**src/core/sgrc_pkg.sv**
```systemverilog
package sgrc_pkg;
   // register port
   localparam int ADDR_W = 8;
   localparam int DATA_W = 8;
   localparam logic [7:0] ADDR_SLEEP_CTRL = 8'h00;
   localparam logic [7:0] ADDR_CLK_GATE = 8'h01;
   localparam logic [7:0] ADDR_STATUS = 8'h02;
   localparam logic [7:0] RDATA_UNMAPPED = 8'h00;

   // sleep_control fields
   localparam int SC_ARM_BIT = 5;
   localparam int SC_MODE_LSB = 3;
   localparam logic [7:0] SC_WRITE_MASK = 8'h38;
   localparam logic [7:0] SC_RESET = 8'h00;

   // peripheral_clock_gate fields
   localparam int GATE_TWO_WIRE = 7;
   localparam int GATE_SERIAL_PORT1 = 6;
   localparam int GATE_SERIAL_PORT0 = 5;
   localparam int GATE_SERIAL_PERIPHERAL = 4;
   localparam int GATE_TIMER2 = 3;
   localparam int GATE_TIMER1 = 2;
   localparam int GATE_TIMER0 = 1;
   localparam int GATE_CONVERTER = 0;
   localparam int NUM_PERIPH = 8;
   localparam logic [7:0] GATE_RESET = 8'h00;

   // status fields
   localparam int ST_MODE_LSB = 0;
   localparam int ST_SLEEPING_BIT = 2;
   localparam int ST_WAKING_BIT = 3;

   typedef enum logic [1:0] {
      SGRC_MODE_IDLE = 2'h0,
      SGRC_MODE_CONV_NOISE = 2'h1,
      SGRC_MODE_POWER_DOWN = 2'h2,
      SGRC_MODE_STANDBY = 2'h3
   } sgrc_mode_t;

   typedef struct packed {
      logic cpu;
      logic io;
      logic conv;
   } sgrc_clk_en_t;

   // timing
   localparam int CLK_PERIOD_NS = 50;
   localparam int CLK_MHZ = 20;
   localparam int TICK_DIV = CLK_MHZ;
   localparam int STARTUP_TIMEOUT_US = 64;
   localparam int WDT_PULSE_NS = 100;
   localparam int WDT_PULSE_CYC =
      (WDT_PULSE_NS + CLK_PERIOD_NS - 1) / CLK_PERIOD_NS;
   localparam int WAKE_HALT_CYC = 4;
   localparam int STBY_WAKE_CYC = 6;
   localparam int STBY_STARTUP_CYC = STBY_WAKE_CYC - WAKE_HALT_CYC;
   localparam int PDOWN_STARTUP_CYC = 16;
   localparam int DLY_W = 16;
   localparam int WAIT_W = 8;
   localparam int DIV_W = 8;
endpackage : sgrc_pkg

```
**src/core/sgrc_tick_div.sv**
```systemverilog
`timescale 1ns/1ns
module sgrc_tick_div
   import sgrc_pkg::*;
#(
   parameter logic [DIV_W-1:0] DIV = DIV_W'(TICK_DIV)
) (
   input wire logic core_clk_i,
   input wire logic rst_i,
   output logic tick_o
);
   logic [DIV_W-1:0] cnt_r;

   // free-running, reset only by the chip reset so stretching keeps timing
   always_ff @(posedge core_clk_i or posedge rst_i) begin
      if (rst_i) begin
         cnt_r <= '0;
         tick_o <= 1'b0;
      end else if (cnt_r == DIV - DIV_W'(1)) begin
         cnt_r <= '0;
         tick_o <= 1'b1;
      end else begin
         cnt_r <= cnt_r + DIV_W'(1);
         tick_o <= 1'b0;
      end
   end
endmodule : sgrc_tick_div

```
**src/core/sgrc_top.sv**
```systemverilog
// The implementer's own choices: the register offsets and the strobed register port.
`timescale 1ns/1ns
module sgrc_top
   import sgrc_pkg::*;
#(
   parameter logic [DLY_W-1:0] TOUT_TICKS = DLY_W'(STARTUP_TIMEOUT_US)
) (
   input wire logic core_clk_i,
   input wire logic rst_i,
   input wire logic [ADDR_W-1:0] addr_i,
   input wire logic [DATA_W-1:0] wdata_i,
   input wire logic wr_i,
   input wire logic rd_i,
   output logic [DATA_W-1:0] rdata_o,
   input wire logic sleep_instr_i,
   input wire logic wake_irq_i,
   input wire logic supply_below_rise_i,
   input wire logic ext_reset_en_i,
   input wire logic ext_reset_n_i,
   input wire logic wdt_enable_i,
   input wire logic wdt_expire_i,
   input wire logic droop_det_en_i,
   input wire logic droop_below_i,
   output logic core_reset_o,
   output logic port_reset_o,
   output logic core_halt_o,
   output logic irq_service_o,
   output sgrc_clk_en_t clk_en_o,
   output logic [NUM_PERIPH-1:0] periph_clk_en_o,
   output logic [NUM_PERIPH-1:0] periph_access_en_o,
   output logic comparator_en_o,
   output logic in_buf_en_o,
   output logic wdt_run_o
);
   typedef enum logic [1:0] {
      SGRC_ST_ACTIVE,
      SGRC_ST_SLEEP,
      SGRC_ST_STARTUP,
      SGRC_ST_HALT
   } sgrc_state_t;

   ////////////////////////////////////////////////////////////////////////
   // reset sources

   logic src_por;
   logic src_pin;
   logic src_droop;
   logic arst;
   logic tick;
   logic [WAIT_W-1:0] wdt_cnt_r;
   logic wdt_pulse;
   logic wdt_fall;
   logic [DLY_W-1:0] dly_cnt_r;
   logic stretch_r;

   assign src_por = supply_below_rise_i;
   assign src_pin = ext_reset_en_i & ~ext_reset_n_i;
   assign src_droop = droop_det_en_i & droop_below_i;
   // asynchronous sources, no clock needed to assert
   assign arst = rst_i | src_por | src_pin | src_droop;

   sgrc_tick_div u_tick (
      .core_clk_i(core_clk_i),
      .rst_i(rst_i),
      .tick_o(tick)
   );

   // watchdog source is a short synchronous pulse
   always_ff @(posedge core_clk_i or posedge arst) begin
      if (arst) begin
         wdt_cnt_r <= '0;
      end else if (wdt_cnt_r != '0) begin
         wdt_cnt_r <= wdt_cnt_r - WAIT_W'(1);
      end else if (wdt_enable_i && wdt_expire_i && !stretch_r) begin
         wdt_cnt_r <= WAIT_W'(WDT_PULSE_CYC);
      end
   end

   assign wdt_pulse = (wdt_cnt_r != '0);
   assign wdt_fall = (wdt_cnt_r == WAIT_W'(1));

   // delay counter: cleared while any source is active, counts once idle
   always_ff @(posedge core_clk_i or posedge arst) begin
      if (arst) begin
         dly_cnt_r <= '0;
         stretch_r <= 1'b1;
      end else if (wdt_pulse && !wdt_fall) begin
         dly_cnt_r <= '0;
         stretch_r <= 1'b1;
      end else if (wdt_fall) begin
         dly_cnt_r <= '0;
         stretch_r <= 1'b1;
      end else if (stretch_r && tick) begin
         if (dly_cnt_r == TOUT_TICKS - DLY_W'(1)) begin
            stretch_r <= 1'b0;
         end else begin
            dly_cnt_r <= dly_cnt_r + DLY_W'(1);
         end
      end
   end

   always_ff @(posedge core_clk_i or posedge arst) begin
      if (arst) begin
         core_reset_o <= 1'b1;
      end else begin
         core_reset_o <= stretch_r || wdt_pulse;
      end
   end

   // port pins follow the sources themselves, not the stretch
   always_ff @(posedge core_clk_i or posedge arst) begin
      if (arst) begin
         port_reset_o <= 1'b1;
      end else begin
         port_reset_o <= wdt_pulse;
      end
   end

   ////////////////////////////////////////////////////////////////////////
   // registers

   logic [DATA_W-1:0] sleep_ctrl_r;
   logic [DATA_W-1:0] gate_r;
   logic sleep_arm;
   sgrc_mode_t sel_mode;

   always_ff @(posedge core_clk_i or posedge arst) begin
      if (arst) begin
         sleep_ctrl_r <= SC_RESET;
      end else if (core_reset_o) begin
         sleep_ctrl_r <= SC_RESET;
      end else if (wr_i && addr_i == ADDR_SLEEP_CTRL) begin
         sleep_ctrl_r <= wdata_i & SC_WRITE_MASK;
      end
   end

   always_ff @(posedge core_clk_i or posedge arst) begin
      if (arst) begin
         gate_r <= GATE_RESET;
      end else if (core_reset_o) begin
         gate_r <= GATE_RESET;
      end else if (wr_i && addr_i == ADDR_CLK_GATE) begin
         gate_r <= wdata_i;
      end
   end

   assign sleep_arm = sleep_ctrl_r[SC_ARM_BIT];
   assign sel_mode = sgrc_mode_t'(sleep_ctrl_r[SC_MODE_LSB +: 2]);

   ////////////////////////////////////////////////////////////////////////
   // sleep sequencing

   sgrc_state_t state_r;
   sgrc_state_t state_nxt;
   sgrc_mode_t mode_r;
   logic [WAIT_W-1:0] wait_r;
   logic [WAIT_W-1:0] wait_nxt;
   logic [WAIT_W-1:0] startup_len;
   logic serve_nxt;

   // oscillator restart only costs time when it was stopped
   always_comb begin
      case (mode_r)
         SGRC_MODE_STANDBY: startup_len = WAIT_W'(STBY_STARTUP_CYC);
         SGRC_MODE_POWER_DOWN: startup_len = WAIT_W'(PDOWN_STARTUP_CYC);
         default: startup_len = '0;
      endcase
   end

   always_comb begin
      state_nxt = state_r;
      wait_nxt = wait_r;
      serve_nxt = 1'b0;
      case (state_r)
         SGRC_ST_ACTIVE: begin
            if (sleep_instr_i && sleep_arm) begin
               state_nxt = SGRC_ST_SLEEP;
            end
         end
         SGRC_ST_SLEEP: begin
            if (wake_irq_i) begin
               if (startup_len == '0) begin
                  state_nxt = SGRC_ST_HALT;
                  wait_nxt = WAIT_W'(WAKE_HALT_CYC - 1);
               end else begin
                  state_nxt = SGRC_ST_STARTUP;
                  wait_nxt = startup_len - WAIT_W'(1);
               end
            end
         end
         SGRC_ST_STARTUP: begin
            if (wait_r == '0) begin
               state_nxt = SGRC_ST_HALT;
               wait_nxt = WAIT_W'(WAKE_HALT_CYC - 1);
            end else begin
               wait_nxt = wait_r - WAIT_W'(1);
            end
         end
         SGRC_ST_HALT: begin
            if (wait_r == '0) begin
               state_nxt = SGRC_ST_ACTIVE;
               serve_nxt = 1'b1;
            end else begin
               wait_nxt = wait_r - WAIT_W'(1);
            end
         end
         default: begin
            state_nxt = SGRC_ST_ACTIVE;
         end
      endcase
   end

   // a reset during sleep wakes straight to the reset vector
   always_ff @(posedge core_clk_i or posedge arst) begin
      if (arst) begin
         state_r <= SGRC_ST_ACTIVE;
         wait_r <= '0;
      end else if (core_reset_o) begin
         state_r <= SGRC_ST_ACTIVE;
         wait_r <= '0;
      end else begin
         state_r <= state_nxt;
         wait_r <= wait_nxt;
      end
   end

   always_ff @(posedge core_clk_i or posedge arst) begin
      if (arst) begin
         mode_r <= SGRC_MODE_IDLE;
      end else if (state_r != state_nxt && state_nxt == SGRC_ST_SLEEP) begin
         mode_r <= sel_mode;
      end
   end

   always_ff @(posedge core_clk_i or posedge arst) begin
      if (arst) begin
         irq_service_o <= 1'b0;
         core_halt_o <= 1'b0;
      end else begin
         irq_service_o <= serve_nxt && !core_reset_o;
         core_halt_o <= (state_nxt != SGRC_ST_ACTIVE) && !core_reset_o;
      end
   end

   ////////////////////////////////////////////////////////////////////////
   // clock domains and gating

   sgrc_clk_en_t dom_nxt;
   logic asleep_nxt;

   assign asleep_nxt = (state_nxt == SGRC_ST_SLEEP) ||
                       (state_nxt == SGRC_ST_STARTUP);

   always_comb begin
      dom_nxt.cpu = !core_reset_o && (state_nxt == SGRC_ST_ACTIVE);
      dom_nxt.io = 1'b1;
      dom_nxt.conv = 1'b1;
      if (asleep_nxt) begin
         case (state_r == SGRC_ST_ACTIVE ? sel_mode : mode_r)
            SGRC_MODE_IDLE: begin
               dom_nxt.io = 1'b1;
               dom_nxt.conv = 1'b1;
            end
            SGRC_MODE_CONV_NOISE: begin
               dom_nxt.io = 1'b0;
               dom_nxt.conv = 1'b1;
            end
            default: begin
               dom_nxt.io = 1'b0;
               dom_nxt.conv = 1'b0;
            end
         endcase
      end
   end

   always_ff @(posedge core_clk_i or posedge arst) begin
      if (arst) begin
         clk_en_o <= '0;
         in_buf_en_o <= 1'b0;
         comparator_en_o <= 1'b0;
         wdt_run_o <= 1'b0;
      end else begin
         clk_en_o <= dom_nxt;
         in_buf_en_o <= dom_nxt.io || dom_nxt.conv;
         comparator_en_o <= !gate_r[GATE_CONVERTER];
         wdt_run_o <= wdt_enable_i;
      end
   end

   // one enable per peripheral; converter on its own domain
   genvar gi;
   generate
      for (gi = 0; gi < NUM_PERIPH; gi++) begin : g_gate
         logic dom_on;
         if (gi == GATE_CONVERTER) begin : g_conv
            assign dom_on = dom_nxt.conv;
         end else begin : g_io
            assign dom_on = dom_nxt.io;
         end
         always_ff @(posedge core_clk_i or posedge arst) begin
            if (arst) begin
               periph_clk_en_o[gi] <= 1'b0;
               periph_access_en_o[gi] <= 1'b0;
            end else begin
               periph_clk_en_o[gi] <= dom_on && !gate_r[gi];
               periph_access_en_o[gi] <= !gate_r[gi];
            end
         end
      end
   endgenerate

   ////////////////////////////////////////////////////////////////////////
   // read port

   logic [DATA_W-1:0] rdata_nxt;

   always_comb begin
      rdata_nxt = RDATA_UNMAPPED;
      case (addr_i)
         ADDR_SLEEP_CTRL: rdata_nxt = sleep_ctrl_r & SC_WRITE_MASK;
         ADDR_CLK_GATE: rdata_nxt = gate_r;
         ADDR_STATUS: begin
            rdata_nxt[ST_MODE_LSB +: 2] = mode_r;
            rdata_nxt[ST_SLEEPING_BIT] = (state_r == SGRC_ST_SLEEP);
            rdata_nxt[ST_WAKING_BIT] = (state_r == SGRC_ST_STARTUP) ||
                                       (state_r == SGRC_ST_HALT);
         end
         default: rdata_nxt = RDATA_UNMAPPED;
      endcase
   end

   always_ff @(posedge core_clk_i or posedge arst) begin
      if (arst) begin
         rdata_o <= RDATA_UNMAPPED;
      end else if (rd_i) begin
         rdata_o <= rdata_nxt;
      end else begin
         rdata_o <= RDATA_UNMAPPED;
      end
   end
endmodule : sgrc_top

```
**config.mk**
```make
export PLATFORM = sky130hd
export DESIGN_NAME = sgrc_top
export DESIGN_NICKNAME = d
export VERILOG_FILES = /design/src/core/sgrc_pkg.sv /design/src/core/sgrc_tick_div.sv /design/src/core/sgrc_top.sv
export SDC_FILE = /design/constraint.sdc
export NUM_CORES = 1
export LEC_CHECK = 0
export BUFFER_PORTS_ARGS = -buffer_cell sky130_fd_sc_hd__buf_2
export CORE_ASPECT_RATIO = 0.6
export CORE_MARGIN = 2
export CORE_UTILIZATION = 38
export CTS_BUF_LIST = sky130_fd_sc_hd__clkbuf_4 sky130_fd_sc_hd__clkbuf_8
export CTS_CLUSTER_SIZE = 25
export DETAILED_ROUTE_END_ITERATION = 12
export HOLD_SLACK_MARGIN = 0.12
export PLACE_DENSITY = 0.59
export SLEW_MARGIN = 20
export SYNTH_ARGS = -nofsm -noshare
export SYNTH_HDL_FRONTEND = slang
export SYNTH_SLANG_ARGS = --single-unit
export TNS_END_PERCENT = 20
```
**constraint.sdc**
```tcl
create_clock -name core_clk_i -period 28.6 [get_ports core_clk_i]
set_clock_uncertainty 0.05 [all_clocks]
set_input_delay 8.58 -clock core_clk_i [delete_from_list [all_inputs] [get_ports core_clk_i]]
set_output_delay 8.58 -clock core_clk_i [all_outputs]
set_load 0.005 [all_outputs]
```
Yosys cells after proc, flatten, opt, wreduce, memory -nomap -nowiden
Cells that the tools add are included.
W data, S select, Z words.
{"block": "totals", "register_bits": 93, "mem_count": 0, "latch_bits": 0, "mem_bits_ro": 0, "elab_cells": 153, "ramBits": 0}
{"block": "classes", "bitwise": 6, "addsub": 5, "eq_ne": 17, "muxes": 38, "div_mod_pow": 0, "n_mul": 0, "n_reduce_logical": 51, "shift": 0, "n_lt_le_gt_ge": 0}
{"cell": "$mux W8", "n": 11}
{"cell": "$mux W16", "n": 4}
{"cell": "$logic_not A8 Y1", "n": 3}
{"cell": "$pmux W8 S3", "n": 1}
{"cell": "$sub A8 B1 Y8 const B", "n": 3}
{"cell": "$logic_and A1 B1 Y1", "n": 19}
{"cell": "$add A16 B1 Y16 const B", "n": 1}
{"cell": "$eq A16 B6 Y1 const B", "n": 1}
{"cell": "$eq A8 B1 Y1 const B", "n": 2}
{"cell": "$mux W2", "n": 7}
{"cell": "$mux W6", "n": 2}
{"cell": "$pmux W4 S3", "n": 1}
{"cell": "$logic_not A1 Y1", "n": 11}
{"cell": "$eq A2 B2 Y1 const B", "n": 5}
{"cell": "$pmux W5 S2", "n": 1}
{"cell": "$ne A3 B3 Y1 const B", "n": 3}
{"cell": "$add A8 B1 Y8 const B", "n": 1}
{"cell": "$eq A8 B2 Y1 const B", "n": 1}
{"cell": "$eq A8 B5 Y1 const B", "n": 1}
{"cell": "$mux W1", "n": 8}
{"cell": "$pmux W2 S4", "n": 1}
{"cell": "$pmux W4 S2", "n": 1}
{"cell": "$reduce_bool A2 Y1", "n": 4}
{"cell": "$reduce_bool A8 Y1", "n": 1}
{"cell": "other kinds (12)", "n": 24}

Logic depth before layout (Yosys ltp)
Gate-level depths: netlist of the first run.
{"block": "logic_depth", "ltp_word": 10, "depth_mapped": 8}

Modules after synthesis
From an unflattened synthesis of the first run, not the netlist that was laid out.
{"block": "hier_totals", "cells_unflattened": 379, "hier_area_um2": 4088.9}
{"mod": "sgrc_top", "n_inst": 1, "area_per_inst_um2": 3701.0, "cells_each": 349}
{"mod": "sgrc_tick_div", "n_inst": 1, "area_per_inst_um2": 387.9, "cells_each": 30}

Least setup slack after synthesis of the first run
OpenSTA, ideal clock, no wires.
{"block": "synth_path", "kind": "input-to-reg", "from": "in addr_i[5]", "to": "reg gate_r[5]", "path_stages": 5, "required_time_ns": 28.417, "path_slack_ns": 18.542, "setup_ns": 0.133, "path_buffers": 0, "arrival_time_ns": 9.875, "cell_sequence": "or4_1 > nor3_1 > nand3_2 > mux2i_1 > nor2_1"}
{"block": "synth_via", "elab_chain_cells": 3}
{"item": "start: declaration", "line": "sgrc_top.sv:10", "text": "input wire logic [ADDR_W-1:0] addr_i,"}
{"item": "$eq A8 B1 Y1", "line": "sgrc_top.sv:142", "text": "end else if (wr_i && addr_i == ADDR_CLK_GATE) begin"}
{"item": "$logic_and A1 B1 Y1", "line": "sgrc_top.sv:142"}
{"item": "$reduce_bool A2 Y1 (no source line)"}
{"item": "end signal: assignment", "line": "sgrc_top.sv:143", "text": "gate_r <= wdata_i;"}
{"item": "end: declaration", "line": "sgrc_top.sv:123", "text": "logic [DATA_W-1:0] gate_r;"}
No other way between the ends.
A chain may end at the register's enable or synchronous reset.

Final worst setup path of the first run
{"block": "layout_path", "from": "reg core_reset_o", "to": "out core_reset_o"}
{"item": "start: declaration", "line": "sgrc_top.sv:24", "text": "output logic core_reset_o,"}
{"item": "start signal: assignment", "line": "sgrc_top.sv:106", "text": "core_reset_o <= stretch_r || wdt_pulse;"}
No word-level cell between the ends.

==> results of run 1 <==
[path summary, 6_finish.rpt]
path,end,slack [ps],depth (start not counted)
worst max register to register,wait_r[3]$_DFFE_PP0P_,26310,7
worst min register to register,periph_access_en_o[0]$_DFF_PP0_,420,1
worst max-delay path,core_reset_o,18600,1
min in group asynchronous,u_tick.cnt_r[5]$_DFF_PP0_,8130,2
worst min-delay path,periph_access_en_o[0]$_DFF_PP0_,420,1
max in group asynchronous,rdata_o[6]$_DFF_PP0_,19140,4
[flip-flops by register name, indices dropped and copies added (netlist names), 8 cells and up]
register / flops
dly_cnt_r: 16
gate_r: 8
periph_access_en_o: 8
periph_clk_en_o: 8
rdata_o: 8
u_tick.cnt_r: 8
wait_r: 8
wdt_cnt_r: 8
[per-stage QoR]
step / power [mW] / cell area [sq um] / setup slack [ps]
final: 0.212 / 4570 / 18600
after CTS: 0.216 / 4570 / 18550
after detailed placement: 0.136 / 4390 / 18190
after floorplan: 0.132 / 3950 / 1910
after global placement: 0.136 / 4390 / 18310
after global routing: 0.222 / 4570 / 18460
[logic make-up after synthesis]
logic type / after synthesis / synth area share (%)
AOI/OAI and AO/OA: 44 / 7.63
xor gates and xnor gates: 26 / 5.76
adders and majority gates: 6 / 1.90
buffers and inverters: 31 / 3.20
DFF: 90 / 57.1
muxes: 18 / 4.62
and+or+nand+nor: 156 / 19.8
[cells in the mapped netlist, drive strengths merged (6+ instances only)]
| master | number |
|---|---|
| a21oi | 14 |
| inv | 19 |
| nand4 | 6 |
| a21o | 6 |
| ha | 6 |
| nor4 | 8 |
| dfrtp | 87 |
| o21ai | 8 |
| xor2 | 10 |
| buf | 6 |
| nor3 | 13 |
| mux2i | 16 |
| clkbuf | 6 |
| nor2 | 66 |
| xnor2 | 16 |
| nand2 | 20 |
| nand3 | 16 |
[power breakdown]
part           total [mW]  internal [mW]  switching [mW]
clock              0.0794         0.0323          0.0470
combinational     0.00566        0.00192         0.00373
sequential          0.127          0.127       0.0000109
total               0.212          0.161          0.0508
[per-layer routing]
layer,GRT usage [%],share of wire (%),vias to the layer above
met5,0,0,-
met3,4.76,4.2,5
met4,4.26,0.82,0
met1,24.1,53,1350
li1,-,-,1390
met2,20.9,42,50
[final cells by class]
type,count,area [sq um],area share [%]
clock buffers,9,124,2.71
well taps,135,169,3.69
inverters,19,71.3,1.56
multi-input cells,250,1580,34.5
clock inverters,7,52.6,1.15
repair buffers,63,322,7.03
flip-flops and latches,90,2260,49.3
==> report_table.html, run 1 <==
<table>
<tr><th>Metric</th><th>Value</th></tr>
<tr><th colspan="2">Status</th></tr>
<tr><td>Run status</td><td>finished, final reports clean</td></tr>
<tr><th colspan="2">Power</th></tr>
<tr><td>VDD IR max</td><td>27.7 uV</td></tr>
<tr><td>Power Dens Cells</td><td>46.4 mW/mm^2</td></tr>
<tr><td>Leakage</td><td>2.16 nW</td></tr>
<tr><th colspan="2">Setup path</th></tr>
<tr><td>Kind of launch point of the worst setup path</td><td>flip-flop</td></tr>
<tr><td>CP delay by family, top</td><td>flip-flops</td></tr>
<tr><td>Critical path launch point</td><td>core_reset_o$_DFF_PP1_</td></tr>
<tr><td>Cell-by-cell trace of the critical path</td><td>buf_2</td></tr>
<tr><td>Crit path max fanout</td><td>19</td></tr>
<tr><td>Delay of the slowest cell on the worst path</td><td>820 ps</td></tr>
<tr><td>Slowest cell on the critical path</td><td>sky130_fd_sc_hd__dfstp_2</td></tr>
<tr><td>Worst r2r src</td><td>wait_r[0]$_DFFE_PP0P_</td></tr>
<tr><td>Endpoint required time on the critical path</td><td>19970 ps</td></tr>
<tr><td>Worst setup EP type</td><td>output port</td></tr>
<tr><td>WP data arrival</td><td>1370 ps</td></tr>
<tr><td>Crit path buf inv count</td><td>1</td></tr>
<tr><td>Critical path type</td><td>flip-flop to output port</td></tr>
<tr><th colspan="2">Floorplan</th></tr>
<tr><td>Initial core utilization</td><td>39.6%</td></tr>
<tr><td>Core Footprint</td><td>0.00998 sq mm</td></tr>
<tr><td>Area of the die</td><td>0.0113 sq mm</td></tr>
<tr><td>FP Rows</td><td>28</td></tr>
<tr><td>Overall die width</td><td>136 microns</td></tr>
<tr><td>I/O Pins</td><td>63</td></tr>
<tr><td>Vertical die dimension</td><td>83.0 microns</td></tr>
<tr><th colspan="2">Cells and area</th></tr>
<tr><td>Number of non-filler instances in the completed layout</td><td>573</td></tr>
<tr><td>Antenna diode instance count</td><td>0</td></tr>
<tr><td>Most frequent cells in the layout</td><td>sky130_fd_sc_hd__dfrtp_1, sky130_fd_sc_hd__nor2_1, sky130_fd_sc_hd__buf_2</td></tr>
<tr><td>Fraction of final layout cells with drive strength greater than 1</td><td>21.2%</td></tr>
<tr><td>Core Util, Final</td><td>45.8%</td></tr>
<tr><td>Layout Nets</td><td>468</td></tr>
<tr><td>Fill cell count</td><td>967</td></tr>
<tr><td>Synth-to-Final Area Change</td><td>15.8%</td></tr>
<tr><td>Most common library cell in the layout ignoring fill and taps</td><td>sky130_fd_sc_hd__dfrtp_1</td></tr>
<tr><th colspan="2">Timing</th></tr>
<tr><td>Max-slew headroom at the worst pin</td><td>52.1%</td></tr>
<tr><td>Count of pins over their slew limit</td><td>0</td></tr>
<tr><td>Final critical delay including setup and external delays</td><td>10000 ps</td></tr>
<tr><td>Unrepaired setup endpoints after global routing</td><td>false</td></tr>
<tr><td>Hold violation total from the final report</td><td>0</td></tr>
<tr><td>Upper clock frequency limit</td><td>100 MHz</td></tr>
<tr><td>Hold slack</td><td>424 ps</td></tr>
<tr><td>Slew at the pin with the worst max-slew slack</td><td>719 ps</td></tr>
<tr><td>Final setup vio count</td><td>0</td></tr>
<tr><td>Tcrit/Tclk final</td><td>35.0%</td></tr>
<tr><td>Total negative setup slack</td><td>0 ps</td></tr>
<tr><th colspan="2">Synthesis</th></tr>
<tr><td>Library cell occupying the most area in the post-synthesis netlist</td><td>sky130_fd_sc_hd__dfrtp_1</td></tr>
<tr><td>Share of the synthesized area in the top cell type</td><td>55.1%</td></tr>
<tr><td>Number of library cell types mapped by synthesis</td><td>47</td></tr>
<tr><td>Synth Register Bits</td><td>90</td></tr>
<tr><td>Async set or reset register ratio after synthesis</td><td>100%</td></tr>
<tr><td>Post-synthesis instance total</td><td>371</td></tr>
<tr><td>Synthesized area</td><td>0.00395 sq mm</td></tr>
<tr><td>EDFF count, synth</td><td>0</td></tr>
<tr><td>Ys Warns</td><td>0</td></tr>
<tr><td>Sequential fraction of the synthesis area</td><td>57.1%</td></tr>
<tr><td>Leading register cell type out of synthesis</td><td>sky130_fd_sc_hd__dfrtp_1</td></tr>
<tr><td>Post-Syn Nets</td><td>406</td></tr>
<tr><td>Synth area leaders</td><td>sky130_fd_sc_hd__dfrtp_1, sky130_fd_sc_hd__nor2_1, sky130_fd_sc_hd__mux2i_1</td></tr>
<tr><td>Post-Synthesis Mean Instance Area</td><td>10.7 sq um</td></tr>
<tr><th colspan="2">GRT</th></tr>
<tr><td>Remaining Overflow, GRT</td><td>0</td></tr>
<tr><td>Number of antenna violations at the first check in global routing</td><td>0</td></tr>
<tr><td>Via count of the first global-routing pass</td><td>2747</td></tr>
<tr><td>GRT Resource Usage Total</td><td>15.6%</td></tr>
<tr><td>First-pass GRT wire length</td><td>13.8 mm</td></tr>
<tr><td>Pin count of the biggest net entering global routing</td><td>82</td></tr>
<tr><th colspan="2">Placement</th></tr>
<tr><td>RD Place Congestion</td><td>0.796</td></tr>
<tr><td>Number of placed instances, taps included</td><td>557</td></tr>
<tr><td>Half-perimeter wire length after detailed placement</td><td>5.87 mm</td></tr>
<tr><td>Port bufs</td><td>62</td></tr>
<tr><th colspan="2">Clocking</th></tr>
<tr><td>Clk sink count</td><td>90</td></tr>
<tr><td>CTS Buf Count</td><td>9</td></tr>
<tr><td>Largest buffer count on any clock path</td><td>2</td></tr>
<tr><td>CTS hold repair buffers</td><td>0</td></tr>
<tr><td>Clock root buffer master</td><td>sky130_fd_sc_hd__clkbuf_8</td></tr>
<tr><td>CTS-repair resized insts</td><td>0</td></tr>
<tr><td>Clock-pin transition on the worst setup and hold timing paths</td><td>90 ps</td></tr>
<tr><td>CTS H-tree depth</td><td>3</td></tr>
<tr><td>CTS tree</td><td>built</td></tr>
<tr><td>Clock network latency to the later pin of the worst-skew pair</td><td>360 ps</td></tr>
<tr><td>Setup bufs post-CTS</td><td>0</td></tr>
<tr><th colspan="2">Flow run</th></tr>
<tr><td>Reported max-cap violation count</td><td>0</td></tr>
<tr><th colspan="2">Drt</th></tr>
<tr><td>Total iterations of the first detailed-routing run</td><td>4</td></tr>
<tr><td>Number of violations reported at the end of detailed-routing iteration 0</td><td>122</td></tr>
<tr><td>Average routed wire per standard cell</td><td>14.1 microns</td></tr>
<tr><td>Remaining number of nets flagged by the antenna check after routing</td><td>0</td></tr>
<tr><td>Wirelength, routed</td><td>8.09 mm</td></tr>
<tr><td>Vias</td><td>2795</td></tr>
<tr><td>Via density per instance</td><td>4.88</td></tr>
<tr><td>DR DRC count</td><td>0</td></tr>
<tr><th colspan="2">Worst hold path</th></tr>
<tr><td>Min-Delay Path Class</td><td>flip-flop to flip-flop</td></tr>
<tr><td>Hold path startpoint</td><td>gate_r[0]$_DFFE_PP0P_</td></tr>
</table>
Note: power is estimated with default switching activity, not from simulation.
==> inputs of run 2 (changes only) <==
==> constraint.sdc (replaced) <==
create_clock -name core_clk_i -period 9.65 [get_ports core_clk_i]
set_clock_uncertainty 0.05 [all_clocks]
set_input_delay 2.895 -clock core_clk_i [delete_from_list [all_inputs] [get_ports core_clk_i]]
set_output_delay 2.895 -clock core_clk_i [all_outputs]
set_load 0.005 [all_outputs]
==> report_table.html, run 2 (synthesis gave the netlist of run 1 again) <==
<table>
<tr><th>Metric</th><th>Value</th></tr>
<tr><th colspan="2">Floorplan</th></tr>
<tr><td>Overall die width</td><td>136 microns (unchanged)</td></tr>
<tr><td>Area of the die</td><td>0.0113 sq mm (unchanged)</td></tr>
<tr><td>I/O Pins</td><td>63 (unchanged)</td></tr>
<tr><td>Core Footprint</td><td>0.00998 sq mm (unchanged)</td></tr>
<tr><td>Vertical die dimension</td><td>83.0 microns (unchanged)</td></tr>
<tr><td>Initial core utilization</td><td>39.6% (unchanged)</td></tr>
<tr><td>FP Rows</td><td>28 (unchanged)</td></tr>
<tr><th colspan="2">Drt</th></tr>
<tr><td>Average routed wire per standard cell</td><td>13.9 microns (was 14.1 microns)</td></tr>
<tr><td>Number of violations reported at the end of detailed-routing iteration 0</td><td>183 (was 122)</td></tr>
<tr><td>Via density per instance</td><td>4.87 (was 4.88)</td></tr>
<tr><td>Total iterations of the first detailed-routing run</td><td>4 (unchanged)</td></tr>
<tr><td>Wirelength, routed</td><td>7.98 mm (was 8.09 mm)</td></tr>
<tr><td>Vias</td><td>2790 (was 2795)</td></tr>
<tr><td>DR DRC count</td><td>0 (unchanged)</td></tr>
<tr><td>Remaining number of nets flagged by the antenna check after routing</td><td>0 (unchanged)</td></tr>
<tr><th colspan="2">Setup path</th></tr>
<tr><td>Cell-by-cell trace of the critical path</td><td>buf_2 -&gt; nor2b_1 -&gt; o21ai_0 -&gt; nand3_1 -&gt; nor3_1 -&gt; nor2_1 (was buf_2)</td></tr>
<tr><td>Worst setup EP type</td><td>flip-flop (was output port)</td></tr>
<tr><td>Delay of the slowest cell on the worst path</td><td>930 ps (was 820 ps)</td></tr>
<tr><td>Kind of launch point of the worst setup path</td><td>primary input (was flip-flop)</td></tr>
<tr><td>Crit path max fanout</td><td>8 (was 19)</td></tr>
<tr><td>Endpoint required time on the critical path</td><td>9800 ps (was 19970 ps)</td></tr>
<tr><td>WP data arrival</td><td>4480 ps (was 1370 ps)</td></tr>
<tr><td>Critical path type</td><td>primary input to flip-flop (was flip-flop to output port)</td></tr>
<tr><td>Slowest cell on the critical path</td><td>sky130_fd_sc_hd__nor3_1 (was sky130_fd_sc_hd__dfstp_2)</td></tr>
<tr><th colspan="2">Power</th></tr>
<tr><td>VDD IR max</td><td>67.8 uV (was 27.7 uV)</td></tr>
<tr><td>Leakage</td><td>2.16 nW (about the same)</td></tr>
<tr><td>Power Dens Cells</td><td>141 mW/mm^2 (was 46.4 mW/mm^2)</td></tr>
<tr><th colspan="2">Timing</th></tr>
<tr><td>Final setup vio count</td><td>0 (unchanged)</td></tr>
<tr><td>Upper clock frequency limit</td><td>231 MHz</td></tr>
<tr><td>Max-slew headroom at the worst pin</td><td>23.9% (was 52.1%)</td></tr>
<tr><td>Final critical delay including setup and external delays</td><td>4330 ps</td></tr>
<tr><td>Count of pins over their slew limit</td><td>0 (unchanged)</td></tr>
<tr><td>Total negative setup slack</td><td>0 ps (unchanged)</td></tr>
<tr><td>Unrepaired setup endpoints after global routing</td><td>false (unchanged)</td></tr>
<tr><td>Slew at the pin with the worst max-slew slack</td><td>1130 ps (was 719 ps)</td></tr>
<tr><td>Tcrit/Tclk final</td><td>44.9%</td></tr>
<tr><td>Hold violation total from the final report</td><td>0 (unchanged)</td></tr>
<tr><th colspan="2">GRT</th></tr>
<tr><td>Remaining Overflow, GRT</td><td>0 (unchanged)</td></tr>
<tr><td>GRT Resource Usage Total</td><td>15.4% (was 15.6%)</td></tr>
<tr><td>Pin count of the biggest net entering global routing</td><td>82 (unchanged)</td></tr>
<tr><td>Via count of the first global-routing pass</td><td>2581 (was 2747)</td></tr>
<tr><td>First-pass GRT wire length</td><td>13.4 mm (was 13.8 mm)</td></tr>
<tr><td>Number of antenna violations at the first check in global routing</td><td>0 (unchanged)</td></tr>
<tr><th colspan="2">Clocking</th></tr>
<tr><td>Clk sink count</td><td>90 (unchanged)</td></tr>
<tr><td>Clock network latency to the later pin of the worst-skew pair</td><td>360 ps (about the same)</td></tr>
<tr><td>CTS tree</td><td>built (unchanged)</td></tr>
<tr><td>CTS hold repair buffers</td><td>0 (unchanged)</td></tr>
<tr><td>Clock-pin transition on the worst setup and hold timing paths</td><td>90 ps (about the same)</td></tr>
<tr><td>CTS H-tree depth</td><td>3 (unchanged)</td></tr>
<tr><td>Setup bufs post-CTS</td><td>0 (unchanged)</td></tr>
<tr><td>CTS Buf Count</td><td>9 (unchanged)</td></tr>
<tr><td>Clock root buffer master</td><td>sky130_fd_sc_hd__clkbuf_8 (unchanged)</td></tr>
<tr><td>CTS-repair resized insts</td><td>0 (unchanged)</td></tr>
<tr><td>Largest buffer count on any clock path</td><td>2 (unchanged)</td></tr>
<tr><th colspan="2">Status</th></tr>
<tr><td>Run status</td><td>finished, final reports clean (unchanged)</td></tr>
<tr><th colspan="2">Placement</th></tr>
<tr><td>Half-perimeter wire length after detailed placement</td><td>5.81 mm (was 5.87 mm)</td></tr>
<tr><td>Port bufs</td><td>62 (unchanged)</td></tr>
<tr><td>RD Place Congestion</td><td>0.820 (was 0.796)</td></tr>
<tr><th colspan="2">Cells and area</th></tr>
<tr><td>Fill cell count</td><td>939 (was 967)</td></tr>
<tr><td>Core Util, Final</td><td>46.1% (was 45.8%)</td></tr>
<tr><td>Area taken by multi-input logic gates</td><td>0.00159 sq mm (was 0.00158 sq mm)</td></tr>
<tr><td>Antenna diode instance count</td><td>0 (unchanged)</td></tr>
<tr><td>Flip-flop and latch area</td><td>0.00226 sq mm (unchanged)</td></tr>
<tr><td>Most common library cell in the layout ignoring fill and taps</td><td>sky130_fd_sc_hd__dfrtp_1 (unchanged)</td></tr>
<tr><td>Register containing the most flip-flops in the final layout</td><td>dly_cnt_r (unchanged)</td></tr>
<tr><td>Max FFs per register</td><td>16 (unchanged)</td></tr>
<tr><td>Fraction of final layout cells with drive strength greater than 1</td><td>21.0% (was 21.2%)</td></tr>
<tr><td>Most frequent cells in the layout</td><td>sky130_fd_sc_hd__dfrtp_1, sky130_fd_sc_hd__nor2_1, sky130_fd_sc_hd__buf_2 (unchanged)</td></tr>
<tr><td>Synth-to-Final Area Change</td><td>16.5% (was 15.8%)</td></tr>
<tr><td>Layout Nets</td><td>468 (unchanged)</td></tr>
<tr><th colspan="2">Worst hold path</th></tr>
<tr><td>Min-Delay Path Class</td><td>flip-flop to flip-flop (unchanged)</td></tr>
<tr><th colspan="2">Flow run</th></tr>
<tr><td>Reported max-cap violation count</td><td>0 (unchanged)</td></tr>
</table>
[run 2: final cells by class]
class                      instances  area share (%)
clock buffer                      10            2.85
clock inverter                     6            1.44
inverter                          19            1.55
multi-input combinational        250            34.5
sequential                        90            49.0
tap                              135            3.67
timing repair buffer              63            6.99
[run 2: worst max-delay path, delay by kind of cell]
family                 cells  cell delay [ps]
AND/OR/NAND/NOR            4             1300
buffers and inverters      1              140
AO/OA/AOI/OAI              1              150
[run 2: worst paths after layout]
| path | startpoint | slack [ps] | depth (start not counted) | endpoint |
|---|---|---|---|---|
| min | gate_r[0]$_DFFE_PP0P_ | 420 | 1 | periph_access_en_o[0]$_DFF_PP0_ |
| max reg2reg | wait_r[0]$_DFFE_PP0P_ | 7260 | 7 | periph_clk_en_o[4]$_DFF_PP0_ |
| max in group asynchronous | ext_reset_en_i | 5920 | 4 | wait_r[7]$_DFFE_PP0P_ |
| min in group asynchronous | rst_i | 2460 | 2 | u_tick.cnt_r[1]$_DFF_PP0_ |
| min reg2reg | gate_r[0]$_DFFE_PP0P_ | 420 | 1 | periph_access_en_o[0]$_DFF_PP0_ |
| max | wake_irq_i | 5320 | 6 | periph_clk_en_o[4]$_DFF_PP0_ |
[run 2: report_power, final]
group | internal (mW) | total (mW) | switching, mW
Combinational | 0.00593 | 0.0174 | 0.0114
Clock | 0.123 | 0.254 | 0.131
Sequential | 0.377 | 0.377 | 0.0000336
Total | 0.506 | 0.649 | 0.143
[run 2: per-layer routing]
layer	track usage [%]	part of all wire [%]	vias to the layer above
li1	-	-	1390
met1	24.9	56	1341
met2	18.7	39	55
met3	5.01	4.8	4
met4	4.55	0.69	0
met5	0	0	-
[run 2: through the flow]
stage	setup WS (ps)	hold WS, ps	cells	power (mW)	area [sq um]
2_1_floorplan	2810	376	371	0.393	3970
3_3_place_gp	5030	407	557	0.402	4400
3_5_place_dp	4990	406	557	0.403	4400
4_1_cts	5310	417	573	0.660	4600
5_1_grt	5160	456	573	0.681	4600
6_report	5320	420	573	0.649	4600
